<file path="src/rtl/dma_count_map.svh">
// Register offsets, field positions and reset values of the byte counter block
`ifndef DMA_COUNT_MAP_SVH
`define DMA_COUNT_MAP_SVH

// Byte-wide register offsets
`define ADDR_CONFIG 8'h81
`define ADDR_CONTROL 8'h82
`define ADDR_REMAIN_HIGH 8'h84
`define ADDR_REMAIN_LOW 8'h85
`define ADDR_COUNT_BYTE3 8'h88
`define ADDR_COUNT_BYTE2 8'h89
`define ADDR_COUNT_BYTE1 8'h8A
`define ADDR_COUNT_BYTE0 8'h8B
`define ADDR_INT_STATUS 8'hA0
`define ADDR_INT_MASK 8'hA1

// Field positions
`define CFG_FREE_RUN_BIT 7
`define CTRL_RUNNING_BIT 7
`define CTRL_CLEAR_BIT 4
`define CTRL_STOP_BIT 1
`define CTRL_START_BIT 0
`define INT_COMPLETE_BIT 0
`define INT_OVERFLOW_BIT 1

// Reset and fixed values
`define RESET_BYTE 8'h00
`define RESET_FLAGS 2'h0
`define RESET_COUNT 32'h0000_0000
`define RESET_REMAIN 12'h000
`define RESET_SNAP 24'h00_0000
`define COUNT_ONE 32'h0000_0001
`define COUNT_ALL_ONES 32'hFFFF_FFFF
`define REMAIN_PAD 4'h0
`define ZERO_7 7'h00
`define ZERO_6 6'h00

`endif

</file>
<file path="src/rtl/dma_count_pkg.sv">
// Types shared by the byte counter block
package dma_count_pkg;

    // One register bus request, all fields from the same clock
    typedef struct packed {
        logic [7:0] addr;
        logic [7:0] wdata;
        logic wr;
        logic rd;
    } reg_req_t;

    // Status of the endpoint FIFO joined to the channel
    typedef struct packed {
        logic endpoint_join_read;
        logic endpoint_join_write;
        logic [11:0] data_count;
        logic [11:0] free_space;
    } fifo_status_t;

    // Channel transfer states
    typedef enum logic [0:0] {
        CH_IDLE,
        CH_RUN
    } chan_state_t;

endpackage : dma_count_pkg

</file>
<file path="src/rtl/byte_counter_core.sv">
// Thirty-two bit transfer counter with byte-lane load, clear and up/down step
`timescale 1ns/100ps
`include "dma_count_map.svh"

module byte_counter_core (
    input wire logic clk_sys_i,
    input wire logic nrst_i,
    input wire logic [3:0] lane_wr_i,
    input wire logic [7:0] lane_data_i,
    input wire logic clear_i,
    input wire logic step_i,
    input wire logic count_up_i,
    output logic [31:0] count_o,
    output logic wrap_o,
    output logic last_o
);

    logic [31:0] count_q; // Counter value
    logic [31:0] count_d; // Next counter value
    logic [31:0] loaded; // Value after byte-lane loads

    // Each lane takes the write data or keeps its byte
    genvar lane;
    generate
        for (lane = 0; lane < 4; lane = lane + 1) begin : g_lane
            assign loaded[lane*8 +: 8] = lane_wr_i[lane] ? lane_data_i : count_q[lane*8 +: 8];
        end
    endgenerate

    // Clear first, then loads, then counting; the top never mixes loads and steps
    always_comb begin
        if (clear_i) begin
            count_d = `RESET_COUNT;
        end else if (|lane_wr_i) begin
            count_d = loaded;
        end else if (step_i && count_up_i) begin
            count_d = count_q + `COUNT_ONE; // wraps to zero
        end else if (step_i) begin
            count_d = count_q - `COUNT_ONE;
        end else begin
            count_d = count_q;
        end
    end

    // Counter register, zero after reset
    always_ff @(posedge clk_sys_i or negedge nrst_i) begin
        if (!nrst_i) begin
            count_q <= `RESET_COUNT;
        end else begin
            count_q <= count_d;
        end
    end

    assign count_o = count_q;
    // Overflow event: a step up from all ones
    assign wrap_o = step_i & count_up_i & (count_q == `COUNT_ALL_ONES);
    // Final byte of a count-mode transfer
    assign last_o = step_i & ~count_up_i & (count_q == `COUNT_ONE);

endmodule : byte_counter_core

</file>
<file path="src/rtl/dma_channel_byte_counter.sv">
// Byte accounting of one DMA channel: FIFO remain indicator and transfer counter
`timescale 1ns/100ps
`include "dma_count_map.svh"

module dma_channel_byte_counter (
    input wire logic clk_sys_i,
    input wire logic nrst_i,
    input wire dma_count_pkg::reg_req_t reg_req_i,
    output logic [7:0] reg_rdata_o,
    input wire dma_count_pkg::fifo_status_t fifo_status_i,
    input wire logic byte_move_i,
    output logic running_o,
    output logic free_running_mode_o,
    output logic transfer_end_o,
    output logic [31:0] byte_count_o,
    output logic irq_o
);

    // Address decode
    wire hit_config; // Mode register
    wire hit_control; // Start, stop, clear and running
    wire hit_remain_high; // Remain bits 11 to 8
    wire hit_remain_low; // Remain bits 7 to 0
    wire hit_count3; // Counter bits 31 to 24
    wire hit_count2; // Counter bits 23 to 16
    wire hit_count1; // Counter bits 15 to 8
    wire hit_count0; // Counter bits 7 to 0
    wire hit_status; // Interrupt status
    wire hit_mask; // Interrupt mask

    assign hit_config = reg_req_i.addr == `ADDR_CONFIG;
    assign hit_control = reg_req_i.addr == `ADDR_CONTROL;
    assign hit_remain_high = reg_req_i.addr == `ADDR_REMAIN_HIGH;
    assign hit_remain_low = reg_req_i.addr == `ADDR_REMAIN_LOW;
    assign hit_count3 = reg_req_i.addr == `ADDR_COUNT_BYTE3;
    assign hit_count2 = reg_req_i.addr == `ADDR_COUNT_BYTE2;
    assign hit_count1 = reg_req_i.addr == `ADDR_COUNT_BYTE1;
    assign hit_count0 = reg_req_i.addr == `ADDR_COUNT_BYTE0;
    assign hit_status = reg_req_i.addr == `ADDR_INT_STATUS;
    assign hit_mask = reg_req_i.addr == `ADDR_INT_MASK;

    // Registered state
    dma_count_pkg::chan_state_t state_q; // Transfer state
    dma_count_pkg::chan_state_t state_d; // Next transfer state
    logic running_q; // Running status as seen by software
    logic free_run_q; // Free-running mode select
    logic [1:0] int_status_q; // Sticky event flags
    logic [1:0] int_status_d; // Next event flags
    logic [1:0] int_mask_q; // Interrupt enables
    logic irq_q; // Interrupt output
    logic end_q; // One-cycle end-of-transfer pulse
    logic [11:0] remain_q; // Sampled remain value
    logic [7:0] remain_snap_q; // Remain low byte held for the second read
    logic [23:0] count_snap_q; // Counter low bytes held for the later reads
    logic [7:0] rdata_q; // Read data register

    // Counter core connections
    logic [31:0] count; // Current counter value
    logic count_wrap; // Overflow in free-running mode
    logic count_last; // Last byte in count mode
    wire [3:0] lane_wr; // Byte-lane load strobes
    wire count_clear; // Counter clear strobe
    wire count_step; // One byte moved while running

    // Write strobes
    wire wr_config;
    wire wr_control;
    wire wr_status;
    wire wr_mask;

    assign wr_config = reg_req_i.wr & hit_config;
    assign wr_control = reg_req_i.wr & hit_control;
    assign wr_status = reg_req_i.wr & hit_status;
    assign wr_mask = reg_req_i.wr & hit_mask;

    // Control commands; start only from idle, stop only while running
    wire start_req;
    wire stop_req;
    wire clear_req;

    assign start_req = wr_control & reg_req_i.wdata[`CTRL_START_BIT] & ~running_q;
    assign stop_req = wr_control & reg_req_i.wdata[`CTRL_STOP_BIT] & running_q;
    // A clear during a transfer is dropped without trace
    assign clear_req = wr_control & reg_req_i.wdata[`CTRL_CLEAR_BIT] & ~running_q;

    // Counter loads are refused while running; mid-transfer loads would
    // break the end-of-count decision and gain nothing
    assign lane_wr[3] = reg_req_i.wr & hit_count3 & ~running_q;
    assign lane_wr[2] = reg_req_i.wr & hit_count2 & ~running_q;
    assign lane_wr[1] = reg_req_i.wr & hit_count1 & ~running_q;
    assign lane_wr[0] = reg_req_i.wr & hit_count0 & ~running_q;
    assign count_clear = clear_req;
    // Bytes count only while the channel is running
    assign count_step = byte_move_i & (state_q == dma_count_pkg::CH_RUN);

    // Transfer counter
    byte_counter_core u_counter (
        .clk_sys_i(clk_sys_i),
        .nrst_i(nrst_i),
        .lane_wr_i(lane_wr),
        .lane_data_i(reg_req_i.wdata),
        .clear_i(count_clear),
        .step_i(count_step),
        .count_up_i(free_run_q),
        .count_o(count),
        .wrap_o(count_wrap),
        .last_o(count_last)
    );

    // Start in count mode with nothing to move ends at once
    wire zero_start;
    wire run_end;
    wire end_event;

    assign zero_start = start_req & ~free_run_q & (count == `RESET_COUNT);
    // Free-running transfers end only by stop; overflow does not end them
    assign run_end = (state_q == dma_count_pkg::CH_RUN) & (stop_req | count_last);
    assign end_event = run_end | zero_start;

    // Transfer state
    always_comb begin
        case (state_q)
            dma_count_pkg::CH_IDLE: begin
                // The count loaded before start is the one used
                if (start_req && !zero_start) begin
                    state_d = dma_count_pkg::CH_RUN;
                end else begin
                    state_d = dma_count_pkg::CH_IDLE;
                end
            end
            dma_count_pkg::CH_RUN: begin
                // Stop or last byte return to idle
                if (run_end) begin
                    state_d = dma_count_pkg::CH_IDLE;
                end else begin
                    state_d = dma_count_pkg::CH_RUN;
                end
            end
            default: begin
                state_d = dma_count_pkg::CH_IDLE;
            end
        endcase
    end

    // State, running status and end pulse
    always_ff @(posedge clk_sys_i or negedge nrst_i) begin
        if (!nrst_i) begin
            state_q <= dma_count_pkg::CH_IDLE;
            running_q <= 1'b0;
            end_q <= 1'b0;
        end else begin
            state_q <= state_d;
            running_q <= state_d == dma_count_pkg::CH_RUN;
            end_q <= end_event;
        end
    end

    // Mode register; a mode change mid-transfer is allowed but unwise
    always_ff @(posedge clk_sys_i or negedge nrst_i) begin
        if (!nrst_i) begin
            free_run_q <= 1'b0;
        end else if (wr_config) begin
            free_run_q <= reg_req_i.wdata[`CFG_FREE_RUN_BIT];
        end
    end

    // Event flags: a new event wins over a write-one clear in the same cycle
    wire [1:0] int_set;
    wire [1:0] int_clr;

    assign int_set[`INT_COMPLETE_BIT] = end_event;
    assign int_set[`INT_OVERFLOW_BIT] = count_wrap;
    assign int_clr = wr_status ? reg_req_i.wdata[1:0] : `RESET_FLAGS;

    always_comb begin
        int_status_d = (int_status_q & ~int_clr) | int_set;
    end

    // Flags, mask and interrupt line
    always_ff @(posedge clk_sys_i or negedge nrst_i) begin
        if (!nrst_i) begin
            int_status_q <= `RESET_FLAGS;
            int_mask_q <= `RESET_FLAGS;
            irq_q <= 1'b0;
        end else begin
            int_status_q <= int_status_d;
            if (wr_mask) begin
                int_mask_q <= reg_req_i.wdata[1:0];
            end
            // Follows the flags one cycle later
            irq_q <= |(int_status_q & int_mask_q);
        end
    end

    // Remain source: data count when read-joined, free space when write-joined
    wire [11:0] remain_live;

    assign remain_live = fifo_status_i.endpoint_join_read ? fifo_status_i.data_count :
                         fifo_status_i.endpoint_join_write ? fifo_status_i.free_space :
                         `RESET_REMAIN;

    // Sampling the remain value costs one cycle, which is why software
    // must leave a gap after a channel write before looking at it
    always_ff @(posedge clk_sys_i or negedge nrst_i) begin
        if (!nrst_i) begin
            remain_q <= `RESET_REMAIN;
        end else begin
            remain_q <= remain_live;
        end
    end

    // Snapshots taken on the most significant byte read
    wire rd_remain_high;
    wire rd_count3;

    assign rd_remain_high = reg_req_i.rd & hit_remain_high;
    assign rd_count3 = reg_req_i.rd & hit_count3;

    // Lower bytes are returned from the snapshot so a multi-byte read is
    // coherent; reading them out of order returns a stale snapshot
    always_ff @(posedge clk_sys_i or negedge nrst_i) begin
        if (!nrst_i) begin
            remain_snap_q <= `RESET_BYTE;
            count_snap_q <= `RESET_SNAP;
        end else begin
            if (rd_remain_high) begin
                remain_snap_q <= remain_q[7:0];
            end
            if (rd_count3) begin
                count_snap_q <= count[23:0];
            end
        end
    end

    // Read data select; write-only control bits read as zero
    wire [7:0] rd_config;
    wire [7:0] rd_control;
    wire [7:0] rd_remain_h;
    wire [7:0] rd_status;
    wire [7:0] rd_mask;
    wire [7:0] rd_sel;

    assign rd_config = {free_run_q, `ZERO_7};
    assign rd_control = {running_q, `ZERO_7};
    // Upper four bits of the remain high byte are always zero
    assign rd_remain_h = {`REMAIN_PAD, remain_q[11:8]};
    assign rd_status = {`ZERO_6, int_status_q};
    assign rd_mask = {`ZERO_6, int_mask_q};

    // Counter bytes read the live value on the top byte, the snapshot below
    assign rd_sel = hit_config ? rd_config :
                    hit_control ? rd_control :
                    hit_remain_high ? rd_remain_h :
                    hit_remain_low ? remain_snap_q :
                    hit_count3 ? count[31:24] :
                    hit_count2 ? count_snap_q[23:16] :
                    hit_count1 ? count_snap_q[15:8] :
                    hit_count0 ? count_snap_q[7:0] :
                    hit_status ? rd_status :
                    hit_mask ? rd_mask :
                    `RESET_BYTE;

    // Read data stand one cycle after the strobe, zero otherwise
    always_ff @(posedge clk_sys_i or negedge nrst_i) begin
        if (!nrst_i) begin
            rdata_q <= `RESET_BYTE;
        end else if (reg_req_i.rd) begin
            rdata_q <= rd_sel;
        end else begin
            rdata_q <= `RESET_BYTE;
        end
    end

    // Outputs straight from flip-flops
    assign reg_rdata_o = rdata_q;
    assign running_o = running_q;
    assign free_running_mode_o = free_run_q;
    assign transfer_end_o = end_q;
    assign byte_count_o = count;
    assign irq_o = irq_q;

endmodule : dma_channel_byte_counter

</file>
<file path="config.mk">
export PLATFORM = sky130hd
export DESIGN_NAME = dma_channel_byte_counter
export DESIGN_NICKNAME = d
export VERILOG_FILES = /design/src/rtl/dma_count_pkg.sv /design/src/rtl/byte_counter_core.sv /design/src/rtl/dma_channel_byte_counter.sv
export VERILOG_INCLUDE_DIRS = /design/src /design/src/rtl
export SDC_FILE = /design/constraint.sdc
export NUM_CORES = 1
export LEC_CHECK = 0
export ABC_CLOCK_PERIOD_IN_PS = 2900
export BUFFER_PORTS_ARGS = -buffer_cell sky130_fd_sc_hd__buf_2
export CAP_MARGIN = 0
export CELL_PAD_IN_SITES_DETAIL_PLACEMENT = 1
export CELL_PAD_IN_SITES_GLOBAL_PLACEMENT = 1
export CORE_ASPECT_RATIO = 1.25
export CORE_UTILIZATION = 40
export DETAILED_ROUTE_END_ITERATION = 12
export PLACE_DENSITY_LB_ADDON = 0.1
export SETUP_SLACK_MARGIN = 0.2
export SLEW_MARGIN = 20
export SYNTH_ARGS = -nofsm -noshare
export SYNTH_HDL_FRONTEND = slang
export SYNTH_HIERARCHICAL = 1
export SYNTH_SLANG_ARGS = --single-unit
</file>
<file path="constraint.sdc">
create_clock -name clk_sys_i -period 2.9 [get_ports clk_sys_i]
set_clock_uncertainty 0.15 [all_clocks]
set_input_delay 0.58 -clock clk_sys_i [delete_from_list [all_inputs] [get_ports clk_sys_i]]
set_output_delay 0.58 -clock clk_sys_i [all_outputs]
set_load 0.01 [all_outputs]
</file>
# Word level (Yosys, flattened, before mapping)
# Index checks and enable logic that the tools add are counted.
# totals
out_inout_bits	44
regBits	92
word_cells	104
in_bits	47
# classes
add_sub_neg	2
n_eq_ne	16
mux	25
n_bitwise	36
n_reduce_logical	11
# ops
operator	n
32-bit two-way mux	4
8-bit two-way mux	13
8-bit equality test, second input constant	10
32-bit by 1-bit adder with 32-bit output, second input constant	1
32-bit by 1-bit equality test with 1-bit output, second input constant	1
32-bit equality test, second input constant	1
32-bit zero test	1
32-bit by 1-bit subtractor with 32-bit output, second input constant	1
1-bit AND	28
12-bit two-way mux	2
3-bit by 2-bit inequality test with 1-bit output, second input constant	4
2-bit AND reduction	4
2-bit two-way mux	3
2-bit AND	2
4-bit nonzero test	1
4-bit OR reduction	1
1-bit logical AND	2
1-bit two-way mux	2
1-bit inverter	2
2-bit inverter	1
1-bit OR	2
2-bit OR	1
1-bit one-hot mux with 2 select lines	1
2-bit OR reduction	1
1-bit zero test	1

# Depth between registers and ports, before layout
# logic_depth
ltp_word	12
depth_mapped	13
ltp_nobuf	9

# Hierarchy
# Netlist, hierarchy kept.
# modules_own_cells
module	area_each_um2	instances	seq_area_each_um2	cells_per_inst
dma_channel_byte_counter	3059.2	1	1501.4	245
byte_counter_core	2972.9	1	800.8	387

# Least setup slack after synthesis
# Ideal clock, no wire load.
# synth_timing
kind	input to register
start	input reg_req_i[15] in the netlist's numbering
end	register u_counter.count_q[2] (netlist: u_counter/count_o[2])
required_ns	2.629
slack_ns	-0.822
setup_time_ns	0.121
cell_stages	12
path_buffers	4
arrival_ns	3.451
cell_sequence	or4b_1 > buf_2 > nor3b_4 > nand2_1 > nor3_1 > clkbuf_1 > nor4_1 > clkbuf_1 > a211oi_1 > clkbuf_1 > nor2_1 > a22o_2
# synth_via
elab_chain_cells	6
word_cells_on_any_way	22
classes_between	eq/ne (6); mux (2); bitwise (11); reduce/logical (3)
# synth_lines
item	line	source
from (decl)	dma_channel_byte_counter.sv:8	input wire dma_count_pkg::reg_req_t reg_req_i,
8-bit equality test (no line) *	n/a	
1-bit AND * (2 in series)	dma_channel_byte_counter.sv:88	assign lane_wr[3] = reg_req_i.wr & hit_count3 & ~running_q;
via lane_wr[3]	dma_channel_byte_counter.sv:61	wire [3:0] lane_wr;
4-bit OR reduction *	byte_counter_core.sv:34	end else if (|lane_wr_i) begin
3-bit by 2-bit inequality test with 1-bit output (no line) (tied with other cells)	n/a	
2-bit AND reduction (no line) or 32-bit two-way mux (tied branches)	n/a	
to (signal assigned)	byte_counter_core.sv:48	count_q <= `RESET_COUNT;
to (signal assigned)	byte_counter_core.sv:50	count_q <= count_d;
to (decl)	byte_counter_core.sv:18	logic [31:0] count_q;
# The timed path passes the listed nets; every way through them passes the cells marked *.
# A chain may end at the register's enable or synchronous reset.

# Worst setup path in the final report
# layout_timing
start	input reg_req_i[15] in the netlist's numbering
end	register u_counter.count_q[11] (netlist: u_counter/count_o[11])
# Same word-level chain as after synthesis.

==> summary.md <==
| Metric | Value |
|---|---|
| Pleak | 0.00362 µW |
| Cts hold-fix bufs | 0 |
| Net Sw Frac | 33.9% |
| Period utilization | 96.2% |
| Max IR drop VDD | approximately 0.00026 V |
| Gr ovfl total | 0 |
| CTS tree | yes |
| Pwr per Cell Area | roughly 440 mW/mm² |
| Commonest cells post-synth | 92 x dfrtp_1, 43 x nand2_1, 43 x nor2_1 |
| Synth area leader | dfrtp_1 |
| Crit Path Max Fanout | 6 |
| DR DRC count | 6 |
| Critical-path cell list | buf_6 > or4b_4 > nor3b_4 > nand2_2 > nor3_2 > buf_4 > nor4_4 > a211o_1 > and3_1 > mux2_4 > a211oi_2 |
| CTS Root Buffer Type | clkbuf_16 |
| RSZ-0062 raised after global routing | true |
| GPL Wtd Cong | 0.923 |
| Port Buffer Count | 90 |
| Mapped Area | slightly above 0.006 mm² |
| Seq pwr share | 39.6% |
| Die span in x | around 110 µm |
| Final nets | 859 |
| WP data required | 3.02 ns |
| Hold Fails Final Rpt | 0 |
| Post-synth ARST share | 100% |
| Overall Power | ~3500 µW |
| Post-Syn Nets | a little under 700 |
| Initial drt markers | between 600 and 700 |
| Failing checks | design-rule violations |
| NetSw | 1200 µW |
| Comb pwr share | 25.8% |
| Slew @ Worst Pin | ~0.75 ns |
| Clock Power Share | 34.5% |
| Yosys reg bits | between 90 and 100 |
| Worst Setup Start Kind | primary input |
| Fin. max-slew vios | 0 |
| Post-route insts no fill | 992 |
| Max Clk Rate | roughly 360 MHz |
| CTS buffer count | 9 |
| Ports | around 90 |
| Die area | between 0.015 and 0.02 mm² |
| Post-Synthesis Cells | between 600 and 700 |
| Initial antenna violation count | 0 |
| Layout fillers | 1654 |
| Global-route wire length before repair | 40.0 mm |
| Drt first pass iters | 9 |
| Via Count | around 6500 |
| # setup viols final | 0 |
| P_int | around 2300 µW |
| Max-Cap Viols | 0 |
| Synth area leaders | dfrtp_1 38%, mux2_4 5.0%, mux2_2 3.4%, nor4_1 2.7%, nand2_1 2.7% |
| Arrival @ worst endpoint | between 2 and 3 ns |
| Rows | 49 |
| Syn Area/Cell | around 9.5 µm² |
| Slowest CP cell | or4b_4 |
| Crit path time final | approximately 2.8 ns |
| Share of the synthesized area in the top cell type | a little under two fifths |
| Bufs on Longest Clock Path | 2 |
| Cells on worst reg2reg path | 10 |
| Sequential area share after synthesis | between 30% and 40% |
| Top FF cell, synth | dfrtp_1 |
| Vias per inst | between 6 and 7 |
| Clk slew on worst S/H paths | 0.07 ns |
| Synth warnings | 6 |
| CP endpoint kind | flip-flop |
| Pin count of the biggest net entering global routing | 55 |
| Layout area overhead | 32.9% |
| Clk sinks | between 90 and 100 |
| Vias in the first global route | around 7000 |
| Initial core utilization | about two fifths |
| Die Ht | between 100 and 150 µm |
| # diodes | 0 |
| Placed Cells | between 900 and 1000 |
| Antenna viol nets, final | 0 |
| Rel. slew slack | between 40% and 50% |
| All-Layer GR Usage | between 30 and 40% |
| Avg WL per Cell | approximately 26 µm |
| Total Wirelength | approximately 26 mm |
| CTS H-Tree Depth | 3 |
| Share of layout cells above drive strength 1 | about 40% |
| Min-Delay Path Class | primary input to asynchronous set/reset pin |
| Core Area | 0.0145 mm² |
| Yosys cell types | 81 |
| Kind of critical path | primary input to flip-flop |
| Outcome | finished, violations left |
| DP HPWL | just under 20 mm |
| Critical Path Max Stage Delay | between 0.5 and 0.6 ns |
| Most frequent cell after synthesis | dfrtp_1 |
| Clock latency on the worst-skew pair | between 0.3 and 0.4 ns |
| Post-synth EDFFs | 0 |
[final timing paths]
path | from | end | slack [ns]
worst max-delay path | reg_req_i[15] | u_counter/count_o[11] | 0.11
worst min-delay path | nrst_i | irq_o | 0.03
worst max register to register | running_o | u_counter/count_o[31] | 0.23
worst min register to register | remain_q[1] | remain_snap_q[1] | 0.33
max in group asynchronous | nrst_i | u_counter/count_o[13] | 1.88
min in group clk_sys_i | fifo_status_i[22] | remain_q[10] | 0.28
[cell families (layout without fill, tap and decap cells)]
logic type / after synthesis / after routing / share of synthesized area (%)
DFF: 92 / 92 / 38.2
muxes: 49 / 49 / 11.2
and+or+nand+nor: 251 / 251 / 23.4
adders and majority gates: 3 / 3 / 0.622
AOI/OAI and AO/OA: 168 / 168 / 21.3
xor gates and xnor gates: 4 / 4 / 0.581
buffers and inverters: 65 / 247 / 4.79
[cells in the final DEF, fill, tap and decap left out, drive strengths merged, types with 7 or more instances in the layout]
cell,n
a31oi,8
or3,13
nor3,25
o31ai,9
and3,7
a32oi,13
buf,215
nor2,43
o21ai,23
nand4,20
nand3,26
nor4,26
dfrtp,92
mux2,38
nand2,43
a22o,18
a21oi,18
a21o,9
inv,20
clkbuf,9
or4,8
[metal layers]
layer / global-route usage (%) / vias to the layer above / wire length [µm]
met5: 0 / - / 0
met4: 21.6 / 0 / 1530
met3: 5.23 / 84 / 1450
met2: 57.3 / 295 / 13200
met1: 40.6 / 3266 / 9930
li1: - / 2830 / -
[power by group through the flow]
| stage | Sequential (µW) | Combinational (µW) | Clock [µW] |
|---|---|---|---|
| detailed placement | 1430 | 877 | 0 |
| global route | 1410 | 973 | 1300 |
| CTS | 1400 | 893 | 1250 |
| finish | 1400 | 916 | 1220 |
| global placement | 1420 | 856 | 0 |
| floorplan | 1480 | 458 | 0 |
[layout make-up]
| class | instances | area (µm²) | share of cell area [%] |
|---|---|---|---|
| multi-input cells | 475 | 3630 | 45.3 |
| flip-flops and latches | 92 | 2300 | 28.7 |
| clock buffers | 9 | 225 | 2.81 |
| inverters | 16 | 60.1 | 0.749 |
| repair buffers | 215 | 1500 | 18.7 |
| clock inverters | 7 | 75.1 | 0.936 |
| well taps | 178 | 223 | 2.78 |
[flip-flops by register name, indices dropped and copies added, names as in the netlist]
name,cells
count_snap_q,24
free_running_mode_o,1
int_mask_q,2
int_status_q,2
irq_o,1
reg_rdata_o,8
remain_q,12
remain_snap_q,8
running_o,1
transfer_end_o,1
u_counter/count_o,32
[worst max-delay path, delay by kind of cell]
kind                   cells  cell delay, ns
multiplexers               1            0.27
buffers and inverters      2            0.25
AND/OR/NAND/NOR            6            1.35
AO/OA/AOI/OAI              2            0.46
[through the flow]
step	worst slack [ns]	utilization (%)	hold slack, ns	setup TNS [ns]	cell area, µm²
after floorplan	-0.478	-	0.134	-10.67	6150
after global placement	-0.278	51.2	0.313	-6.55	7430
after detailed placement	-0.421	51.2	0.318	-9.41	7430
after CTS	0.120	54.1	0.0474	0	7860
after global routing	0.0569	55.2	0.0653	0	8020
final	0.110	55.2	0.0347	0	8020
[timing repair]
item,in CTS,in global routing
pin swaps,10,9
gates resized for setup,16,31
endpoints found under the setup margin,32,34
setup buffers,6,8
Power figures use the tool's default switching activity.
